<file path="src/hw/sys_event_defines.vh">
// Constants for the system event, mask, status, enable and delay register group.
`ifndef SYS_EVENT_DEFINES_VH
`define SYS_EVENT_DEFINES_VH

// ==========================================================================
// Register indexes; the byte address is four times the index.
`define IDX_INT_SOURCE 6'h01
`define IDX_FLAGS 6'h03
`define IDX_MASK 6'h04
`define IDX_STATUS 6'h05
`define IDX_EN_CTRL 6'h06
`define IDX_START_DLY 6'h07

// ==========================================================================
// Reset values.
`define RST_FLAGS 5'h00
`define RST_MASK 5'h13
`define RST_EN_CTRL 8'h00
`define RST_DLY_FIELD 5'h00
`define RST_DLY_UNIT 1'b0

// ==========================================================================
// Field positions.
`define FLAG_WDT 4
`define FLAG_UV 3
`define FLAG_TSD 2
`define FLAG_HOT_HIGH 1
`define FLAG_HOT_LOW 0
`define NUM_FLAGS 5
`define DLY_UNIT_BIT 7
`define DLY_FIELD_MSB 4
`define INT_SRC_SYS_BIT 0

// ==========================================================================
// Timing: one delay unit of 1 ms at a 50 MHz clock.
`define CLK_MHZ 50
`define UNIT_US 1000
`define UNIT_CYCLES (`UNIT_US * `CLK_MHZ)

`endif

</file>
<file path="src/hw/start_delay_timer.v">
// Startup delay timer that releases one output after a counted delay.
`timescale 1ns/1ps

module start_delay_timer #(
	parameter UNIT_CYCLES = 50000
) (
	// Clock and reset.
	input wire clk,
	input wire reset_n,
	// Request and settings.
	input wire request,
	input wire [4:0] steps,
	input wire unit_double,
	// Result.
	output reg started
);

	reg request_d_r;
	reg running_r;
	reg [5:0] units_left_r;
	reg [16:0] prescale_r;
	wire request_rise;
	wire [5:0] units_total;
	wire unit_tick;

	// A rising request starts the count; 2 ms steps count two units each.
	assign request_rise = request & ~request_d_r;
	assign units_total = unit_double ? {steps, 1'b0} : {1'b0, steps};
	assign unit_tick = (prescale_r == UNIT_CYCLES[16:0] - 17'd1);

	// The prescaler restarts on the request so the first unit is whole.
	always @(posedge clk or negedge reset_n) begin
		if (!reset_n) begin
			request_d_r <= 1'b0;
			running_r <= 1'b0;
			units_left_r <= 6'h00;
			prescale_r <= 17'h00000;
			started <= 1'b0;
		end else begin
			request_d_r <= request;
			if (!request) begin
				running_r <= 1'b0;
				started <= 1'b0;
			end else if (request_rise) begin
				prescale_r <= 17'h00000;
				units_left_r <= units_total;
				running_r <= (units_total != 6'h00);
				started <= (units_total == 6'h00);
			end else if (running_r) begin
				prescale_r <= unit_tick ? 17'h00000 : prescale_r + 17'd1;
				if (unit_tick) begin
					units_left_r <= units_left_r - 6'd1;
					if (units_left_r == 6'd1) begin
						running_r <= 1'b0;
						started <= 1'b1;
					end
				end
			end
		end
	end

endmodule

</file>
<file path="src/hw/sys_event_enable_regs.v">
// System event, mask, status, enable and startup delay registers on APB.
//
// Register access over APB is this design's own decision.
`timescale 1ns/1ps
`include "sys_event_defines.vh"

module sys_event_enable_regs #(
	parameter UNIT_CYCLES = `UNIT_CYCLES
) (
	// Clock and reset.
	input wire clk,
	input wire reset_n,
	// APB slave.
	input wire psel,
	input wire penable,
	input wire pwrite,
	input wire [7:0] paddr,
	input wire [31:0] pwdata,
	output reg [31:0] prdata,
	output wire pready,
	output wire pslverr,
	// Pins and live conditions, all asynchronous.
	input wire watchdog_reset_input_pin_n,
	input wire undervoltage_now,
	input wire thermal_shutdown_now,
	input wire hot_high_now,
	input wire hot_low_now,
	input wire [3:0] general_input_pin,
	input wire global_turn_on,
	// Regulator controls.
	output reg [3:0] master_output_on,
	output reg [3:0] master_low_power_sel,
	output wire master2_start,
	// Interrupt request, active high level.
	output reg irq
);

	// ======================================================================
	// Input synchronisers.
	localparam NSYNC = 10;
	wire [NSYNC-1:0] raw_in;
	reg [NSYNC-1:0] sync1_r;
	reg [NSYNC-1:0] sync2_r;
	reg [`NUM_FLAGS-1:0] prev_r;

	// The watchdog pin is inverted first so that every bit is active high
	// and one rising-edge detector serves all five events.
	assign raw_in = {global_turn_on, general_input_pin, ~watchdog_reset_input_pin_n,
		undervoltage_now, thermal_shutdown_now, hot_high_now, hot_low_now};

	// Each input passes two flip-flops before any logic reads it.
	genvar gi;
	generate
		for (gi = 0; gi < NSYNC; gi = gi + 1) begin : g_sync
			always @(posedge clk or negedge reset_n) begin
				if (!reset_n) begin
					sync1_r[gi] <= 1'b0;
					sync2_r[gi] <= 1'b0;
				end else begin
					sync1_r[gi] <= raw_in[gi];
					sync2_r[gi] <= sync1_r[gi];
				end
			end
		end
	endgenerate

	// A third copy of the event condition bits feeds edge detection.
	// Only the second flip-flop is read, so no unsettled value reaches logic.
	always @(posedge clk or negedge reset_n) begin
		if (!reset_n) begin
			prev_r <= `RST_FLAGS;
		end else begin
			prev_r <= sync2_r[`NUM_FLAGS-1:0];
		end
	end

	// Named views of the synchronised inputs.
	// Bit positions follow raw_in above; keep the two in step.
	wire hot_low_s;
	wire hot_high_s;
	wire tsd_s;
	wire uv_s;
	wire wdt_active_s;
	wire [3:0] gpi_s;
	wire global_s;

	assign hot_low_s = sync2_r[0];
	assign hot_high_s = sync2_r[1];
	assign tsd_s = sync2_r[2];
	assign uv_s = sync2_r[3];
	assign wdt_active_s = sync2_r[4];
	assign gpi_s = sync2_r[8:5];
	assign global_s = sync2_r[9];

	// ======================================================================
	// Event detection.
	wire [`NUM_FLAGS-1:0] cond_now;
	wire [`NUM_FLAGS-1:0] cond_prev;
	wire [`NUM_FLAGS-1:0] event_set;

	// Flag order matches the flag register layout.
	assign cond_now = sync2_r[4:0];
	assign cond_prev = prev_r[4:0];

	// A flag sets only when its condition enters the active state.
	// The two heat warnings have separate edges and never share one.
	assign event_set = cond_now & ~cond_prev;

	// ======================================================================
	// APB decode.
	wire [5:0] idx;
	wire addr_ok;
	wire setup_phase;
	wire access_phase;
	wire wr_access;
	wire rd_setup;

	// Misaligned addresses are refused as unmapped, so a stray byte address
	// can never reach a register by accident.
	assign idx = paddr[7:2];
	assign addr_ok = (paddr[1:0] == 2'b00) &&
		((idx == `IDX_INT_SOURCE) || (idx == `IDX_FLAGS) ||
		(idx == `IDX_MASK) || (idx == `IDX_STATUS) ||
		(idx == `IDX_EN_CTRL) || (idx == `IDX_START_DLY));
	assign setup_phase = psel & ~penable;
	assign access_phase = psel & penable;
	assign wr_access = access_phase & pwrite & addr_ok;
	assign rd_setup = setup_phase & ~pwrite;

	// The slave never inserts wait states; unmapped addresses answer with an error.
	assign pready = 1'b1;
	assign pslverr = access_phase & ~addr_ok;

	// ======================================================================
	// Registers.
	reg [`NUM_FLAGS-1:0] flags_r;
	reg [`NUM_FLAGS-1:0] flags_nxt;
	reg [`NUM_FLAGS-1:0] mask_r;
	reg [7:0] en_ctrl_r;
	reg dly_unit_r;
	reg [`DLY_FIELD_MSB:0] m2_dly_r;
	reg [`NUM_FLAGS-1:0] rd_clear_r;
	reg rd_clear_pending_r;
	wire [`NUM_FLAGS-1:0] unmasked;
	wire sys_event_pending;

	// Only flags that were sampled into read data are cleared by that read,
	// so an event arriving between setup and access phases is never lost.
	always @* begin
		flags_nxt = flags_r;
		if (rd_clear_pending_r && access_phase && !pwrite) begin
			flags_nxt = flags_nxt & ~rd_clear_r;
		end
		// The set is applied after the clear, so an event in the clearing
		// cycle survives and is seen by the next read.
		flags_nxt = flags_nxt | event_set;
	end

	// Event flags, cleared by reading them.
	always @(posedge clk or negedge reset_n) begin
		if (!reset_n) begin
			flags_r <= `RST_FLAGS;
		end else begin
			flags_r <= flags_nxt;
		end
	end

	// Mask register with the same layout as the flags.
	// The unused upper bits are not stored and read back as zero.
	always @(posedge clk or negedge reset_n) begin
		if (!reset_n) begin
			mask_r <= `RST_MASK;
		end else if (wr_access && idx == `IDX_MASK) begin
			mask_r <= pwdata[`NUM_FLAGS-1:0];
		end
	end

	// Enable control register.
	// All eight bits are stored; none of them is reserved.
	always @(posedge clk or negedge reset_n) begin
		if (!reset_n) begin
			en_ctrl_r <= `RST_EN_CTRL;
		end else if (wr_access && idx == `IDX_EN_CTRL) begin
			en_ctrl_r <= pwdata[7:0];
		end
	end

	// First startup delay register: unit select and master 2 field.
	always @(posedge clk or negedge reset_n) begin
		if (!reset_n) begin
			dly_unit_r <= `RST_DLY_UNIT;
			m2_dly_r <= `RST_DLY_FIELD;
		end else if (wr_access && idx == `IDX_START_DLY) begin
			dly_unit_r <= pwdata[`DLY_UNIT_BIT];
			m2_dly_r <= pwdata[`DLY_FIELD_MSB:0];
		end
	end

	// ======================================================================
	// Interrupt.
	// Mask bit zero lets a flag through, one blocks it.
	assign unmasked = flags_r & ~mask_r;
	assign sys_event_pending = |unmasked;

	// The request output follows the unmasked flags as a level.
	// Using the next flag value lets the request drop on the same edge
	// as the clearing read instead of one cycle after it.
	always @(posedge clk or negedge reset_n) begin
		if (!reset_n) begin
			irq <= 1'b0;
		end else begin
			irq <= |(flags_nxt & ~mask_r);
		end
	end

	// ======================================================================
	// Read data.
	reg [31:0] rd_mux;

	// Read data are chosen in the setup phase and held through the access.
	// Status bits are the synchronised levels, two cycles behind the pins,
	// and they are never latched.
	always @* begin
		rd_mux = 32'h00000000;
		case (idx)
			`IDX_INT_SOURCE: rd_mux[`INT_SRC_SYS_BIT] = sys_event_pending;
			`IDX_FLAGS: rd_mux[`NUM_FLAGS-1:0] = flags_r;
			`IDX_MASK: rd_mux[`NUM_FLAGS-1:0] = mask_r;
			`IDX_STATUS: rd_mux[3:0] = {uv_s, tsd_s, hot_high_s, hot_low_s};
			`IDX_EN_CTRL: rd_mux[7:0] = en_ctrl_r;
			`IDX_START_DLY: begin
				rd_mux[`DLY_UNIT_BIT] = dly_unit_r;
				rd_mux[`DLY_FIELD_MSB:0] = m2_dly_r;
			end
			default: rd_mux = 32'h00000000;
		endcase
		if (paddr[1:0] != 2'b00) begin
			rd_mux = 32'h00000000;
		end
	end

	// Capture read data and note which flags this read may clear.
	// A read of any other register leaves the pending clear off, so only
	// a read of the flag register can clear flags.
	always @(posedge clk or negedge reset_n) begin
		if (!reset_n) begin
			prdata <= 32'h00000000;
			rd_clear_r <= `RST_FLAGS;
			rd_clear_pending_r <= 1'b0;
		end else if (rd_setup) begin
			prdata <= rd_mux;
			rd_clear_pending_r <= addr_ok && (idx == `IDX_FLAGS);
			rd_clear_r <= flags_r;
		end else if (access_phase) begin
			rd_clear_pending_r <= 1'b0;
		end
	end

	// ======================================================================
	// Regulator enables and low power selects.
	wire [3:0] eff_on;
	wire [3:0] lpm_sel;

	// Even bits enable masters 1 to 4, odd bits pick low power mode.
	// A general input can turn a master on but never off, so software
	// cannot override a pin that is held high.
	genvar mi;
	generate
		for (mi = 0; mi < 4; mi = mi + 1) begin : g_master
			assign eff_on[mi] = en_ctrl_r[2*mi] | gpi_s[mi];
			assign lpm_sel[mi] = en_ctrl_r[2*mi+1];
		end
	endgenerate

	// Drive the regulator controls from flip-flops.
	always @(posedge clk or negedge reset_n) begin
		if (!reset_n) begin
			master_output_on <= 4'h0;
			master_low_power_sel <= 4'h0;
		end else begin
			master_output_on <= eff_on;
			master_low_power_sel <= lpm_sel;
		end
	end

	// ======================================================================
	// Master 2 startup delay.
	// The count starts on a rising edge of master 2's enable ORed with the global enable.
	wire m2_request;

	// The delay counts from the synchronised request, so the output starts
	// about three clock cycles later than the field alone would give.
	assign m2_request = eff_on[1] | global_s;

	// The timer sees the same unit and field that software reads back.
	start_delay_timer #(
		.UNIT_CYCLES(UNIT_CYCLES)
	) start_delay_timer_inst (
		.clk(clk),
		.reset_n(reset_n),
		.request(m2_request),
		.steps(m2_dly_r),
		.unit_double(dly_unit_r),
		.started(master2_start)
	);

endmodule

</file>
<file path="config.mk">
export PLATFORM = sky130hd
export DESIGN_NAME = sys_event_enable_regs
export DESIGN_NICKNAME = d
export VERILOG_FILES = /design/src/hw/start_delay_timer.v /design/src/hw/sys_event_enable_regs.v
export VERILOG_INCLUDE_DIRS = /design/src /design/src/hw
export SDC_FILE = /design/constraint.sdc
export NUM_CORES = 1
export LEC_CHECK = 0
export ABC_CLOCK_PERIOD_IN_PS = 2100
export BUFFER_PORTS_ARGS = -buffer_cell sky130_fd_sc_hd__buf_2
export CORE_AREA = 5 5 133 109
export DETAILED_ROUTE_END_ITERATION = 8
export DIE_AREA = 0 0 138 114
export GPL_ROUTABILITY_DRIVEN = 0
export GPL_TIMING_DRIVEN = 0
export PLACE_DENSITY = 0.57
export SETUP_SLACK_MARGIN = 0.02
export SLEW_MARGIN = 40
export SYNTH_ARGS = -nofsm -noshare
export SYNTH_HDL_FRONTEND = slang
export SYNTH_SLANG_ARGS = --single-unit
</file>
<file path="constraint.sdc">
create_clock -name clk -period 2.1 [get_ports clk]
set_input_delay 0.315 -clock clk [delete_from_list [all_inputs] [get_ports clk]]
set_output_delay 0.315 -clock clk [all_outputs]
set_load 0.02 [all_outputs]
</file>
==> results.py <==
metrics = {
    "timing": {
        "fin_crit_sh_pct": 91.6,
        "hold_violations": 0,
        "drv_slew": 0,
        "worst_pin_slew_ns": 0.784,
        "rsz0062_at_grt": "false",
        "timing.final.crit_period_ns": 1.92,
        "fmax_ghz": 0.520,
        "finalSetupViolations": 0,
        "slew_headroom_pct": 47.5,
        "finClkSkew_ns": 0.00449,
        "fin_ws_ns": 0.176,
    },
    "synthesis": {
        "yosys.area.top_type": "dfrtp_1",
        "ys_seq_elements": 98,
        "synth_edf_count": 0,
        "synth.cell_area_sq_um": 4450,
        "async_reset_ff_share_pct": 100,
        "synthTopCellsByArea": "dfrtp_1, nand2_1, buf_4",
        "synth_flop_cell": "dfrtp_1",
        "synth_top_area_share_pct": 53.4,
        "postSynthCellCount": 407,
        "syn_area_per_cell_sq_um": 10.9,
        "yosysWarnings": 0,
        "ys_types": 55,
        "seq_area_frac_synth_pct": 55.2,
    },
    "power_and_ir_drop": {
        "p_per_area_nw_per_um2": 773,
        "vdd_ir_drop_max_mv": 0.409,
        "p_leak_nw": 2.60,
    },
    "worst_setup_path": {
        "cp-start-kind": "flop",
        "critPathArrivalTime_ns": 2.15,
        "r2r-start": "en_ctrl_r[2]",
        "r2r_cells": 6,
        "crit_path_end_kind": "flop",
        "critical_path_class": "flop to flop",
        "crit_fanout": 10,
        "reg2reg_to": "start_delay_timer_inst.units_left_r[2]",
        "required_ns": 2.33,
        "r2r_slack_ns": 0.18,
    },
    "route": {
        "routedWlPerCell_microns": 13.8,
        "ant_nets": 0,
        "drt_iter0_markers": 137,
        "vias": 3121,
        "drt-total-wl_microns": 9350,
        "drc": 0,
        "drt_pre_antenna_iters": 4,
        "via_per_inst": 4.60,
    },
    "outcome": {
        "outcome": "complete, no violations",
    },
    "floorplanning": {
        "die_h_microns": 114,
        "die_x_microns": 138,
        "rows": 38,
        "start_util_pct": 33.7,
        "design.die.area_sq_um": 15700,
        "core_area_sq_um": 13200,
        "io_pins": 99,
    },
    "global_route": {
        "grt_pass1_vias": 2972,
        "grt_max_degree": 60,
        "grt_overflow": 0,
        "grt_usage_pct": 12.2,
        "antenna_found_initial": 0,
        "grt_pass1_wl_microns": 15400,
    },
    "clock_tree": {
        "insertion_delay_ns": 0.34,
        "cts_tree": "done",
        "numCtsBuffers": 9,
        "clockBufferDepth": 2,
        "h-tree-depth": 3,
        "cts_sinks": 98,
        "cts_root_buf": "clkbuf_16",
        "clk_pin_slew_ns": 0.06,
    },
    "layout": {
        "fin_util_pct": 40.8,
        "diodes": 0,
        "ff_latch_area_sq_um": 2460,
        "multi_input_area_sq_um": 1780,
        "area_growth_pct": 21.1,
        "final_cells": 678,
        "nets": 552,
        "fillers": 1262,
        "drive_above_1_share_pct": 27.7,
    },
    "worst_hold_path": {
        "whs_path_depth": 1,
        "worstHoldStart": "general_input_pin[2]",
        "holdCritPathClass": "primary input to flop",
        "hold-path-endpoint": "sync1_r[7]",
    },
    "place": {
        "io_buffer_count": 49,
        "place_hpwl_microns": 6830,
        "dpl_worst_slack_ns": -0.0408,
        "dp.cells": 660,
    },
    "run": {
        "cap_violations": 0,
    },
}
==> where the power goes <==
| group | total, mW | internal, mW | switching (mW) |
|---|---|---|---|
| registers | 2.06 | 1.99 | 0.0703 |
| clock network | 1.67 | 0.989 | 0.684 |
| logic | 0.434 | 0.176 | 0.258 |
==> per-layer routing <==
layer / GRT usage, % / part of all wire, %
met3: 3.02 / 4.8
met1: 17.5 / 50
met2: 17.7 / 45
met5: 0 / 0
met4: 5.07 / 0.86
==> state kept, by name (all words and copies together) (netlist names), 5 cells and up <==
register                             cells
cond_prev                                5
en_ctrl_r                                8
flags_r                                  5
m2_dly_r                                 5
mask_r                                   5
prdata                                   8
rd_clear_r                               5
start_delay_timer_inst.prescale_r       17
start_delay_timer_inst.units_left_r      6
sync1_r                                 10
==> cell families after synthesis <==
group           count (synthesis)  synth area share (%)
compound gates                 63                  8.66
xor+xnor                       10                  1.97
fa+ha+maj                       3                 0.844
buf+inv                        55                  7.00
flops                          98                  55.2
mux                            31                  8.58
other cells                     2                 0.169
simple gates                  145                  17.6
==> worst max-delay path: stages (launching register included) <==
cell and delay, ns:
dfrtp_1 0.45, nor3_4 0.41, inv_1 0.21, nand2_2 0.22
a21oi_2 0.11, buf_2 0.19, a22o_1 0.21
==> worst max path at each step <==
stage | from | end | slack [ns]
6_report | en_ctrl_r[2] | start_delay_timer_inst.units_left_r[2] | 0.18
5_1_grt | start_delay_timer_inst.prescale_r[5] | start_delay_timer_inst.units_left_r[5] | 0.02
4_1_cts | start_delay_timer_inst.prescale_r[5] | start_delay_timer_inst.units_left_r[5] | 0.04
3_5_place_dp | paddr[5] | m2_dly_r[2] | -0.04
3_3_place_gp | reset_n | start_delay_timer_inst.prescale_r[3] | -0.28
2_1_floorplan | paddr[5] | dly_unit_r | 0.33
==> synthesized netlist by cell type (2+ instances only) <==
master,n
xnor2_1,6
nor2_1,22
a22o_1,2
a31oi_1,3
nand2_1,51
dfrtp_1,95
nor4bb_1,2
nand2b_1,6
buf_4,25
conb_1,2
or3_1,2
mux2i_1,7
and4b_1,2
dfstp_2,3
and3_1,5
ha_1,3
nor2b_1,3
a21oi_1,13
nor4_1,2
xor2_1,4
a21boi_0,3
or2_2,5
nor3_1,6
a22oi_1,5
nor3_4,3
a2bb2oi_1,3
o21ai_0,25
nand4_1,3
clkbuf_1,5
inv_1,20
mux2_2,15
mux2_4,8
nor4b_1,2
o22ai_1,3
nand3_1,21
buf_2,3
==> cell usage in the layout (no fill, tap or decap), types with 6 or more instances in the layout <==
master      n
clkbuf_1    6
dfrtp_1    95
xnor2_1     6
mux2i_1     7
nor3_1      6
conb_1     25
nand2b_1    6
inv_1      20
buf_2      51
mux2_2     15
a21oi_1    12
mux2_4      8
clkbuf_16   9
buf_4      27
o21ai_0    25
nand3_1    21
nand2_1    51
nor2_1     22
==> final cells by class <==
type,count,area share [%]
buffer,35,4.39
clock buffer,12,4.76
clock inverter,3,0.882
inverter,20,1.39
multi-input combinational,277,33.1
sequential,98,45.6
tap,180,4.18
timing repair buffer,53,5.71
==> metrics by stage <==
| stage | hold slack (ns) | TNS, ns | instance area, sq um | total power, mW |
|---|---|---|---|---|
| finish | 0.0780 | 0 | 5390 | 4.16 |
| global route | 0.0599 | 0 | 5390 | 4.36 |
| CTS | 0.0601 | 0 | 5360 | 4.23 |
| detailed placement | 0.218 | -0.215 | 5040 | 2.53 |
| global placement | 0.331 | -26.86 | 5000 | 2.50 |
| floorplan | 0.0194 | 0 | 4530 | 2.37 |
==> timing repair <==
| item | CTS | global route |
|---|---|---|
| gates resized for setup | 0 | 3 |
| buffers inserted | 0 | 2 |
| endpoints found under the setup margin | 0 | 18 |
| hold buffers | 1 | 0 |
| endpoints found under the hold margin | 38 | 0 |
Note: power is estimated with default switching activity, not from simulation.
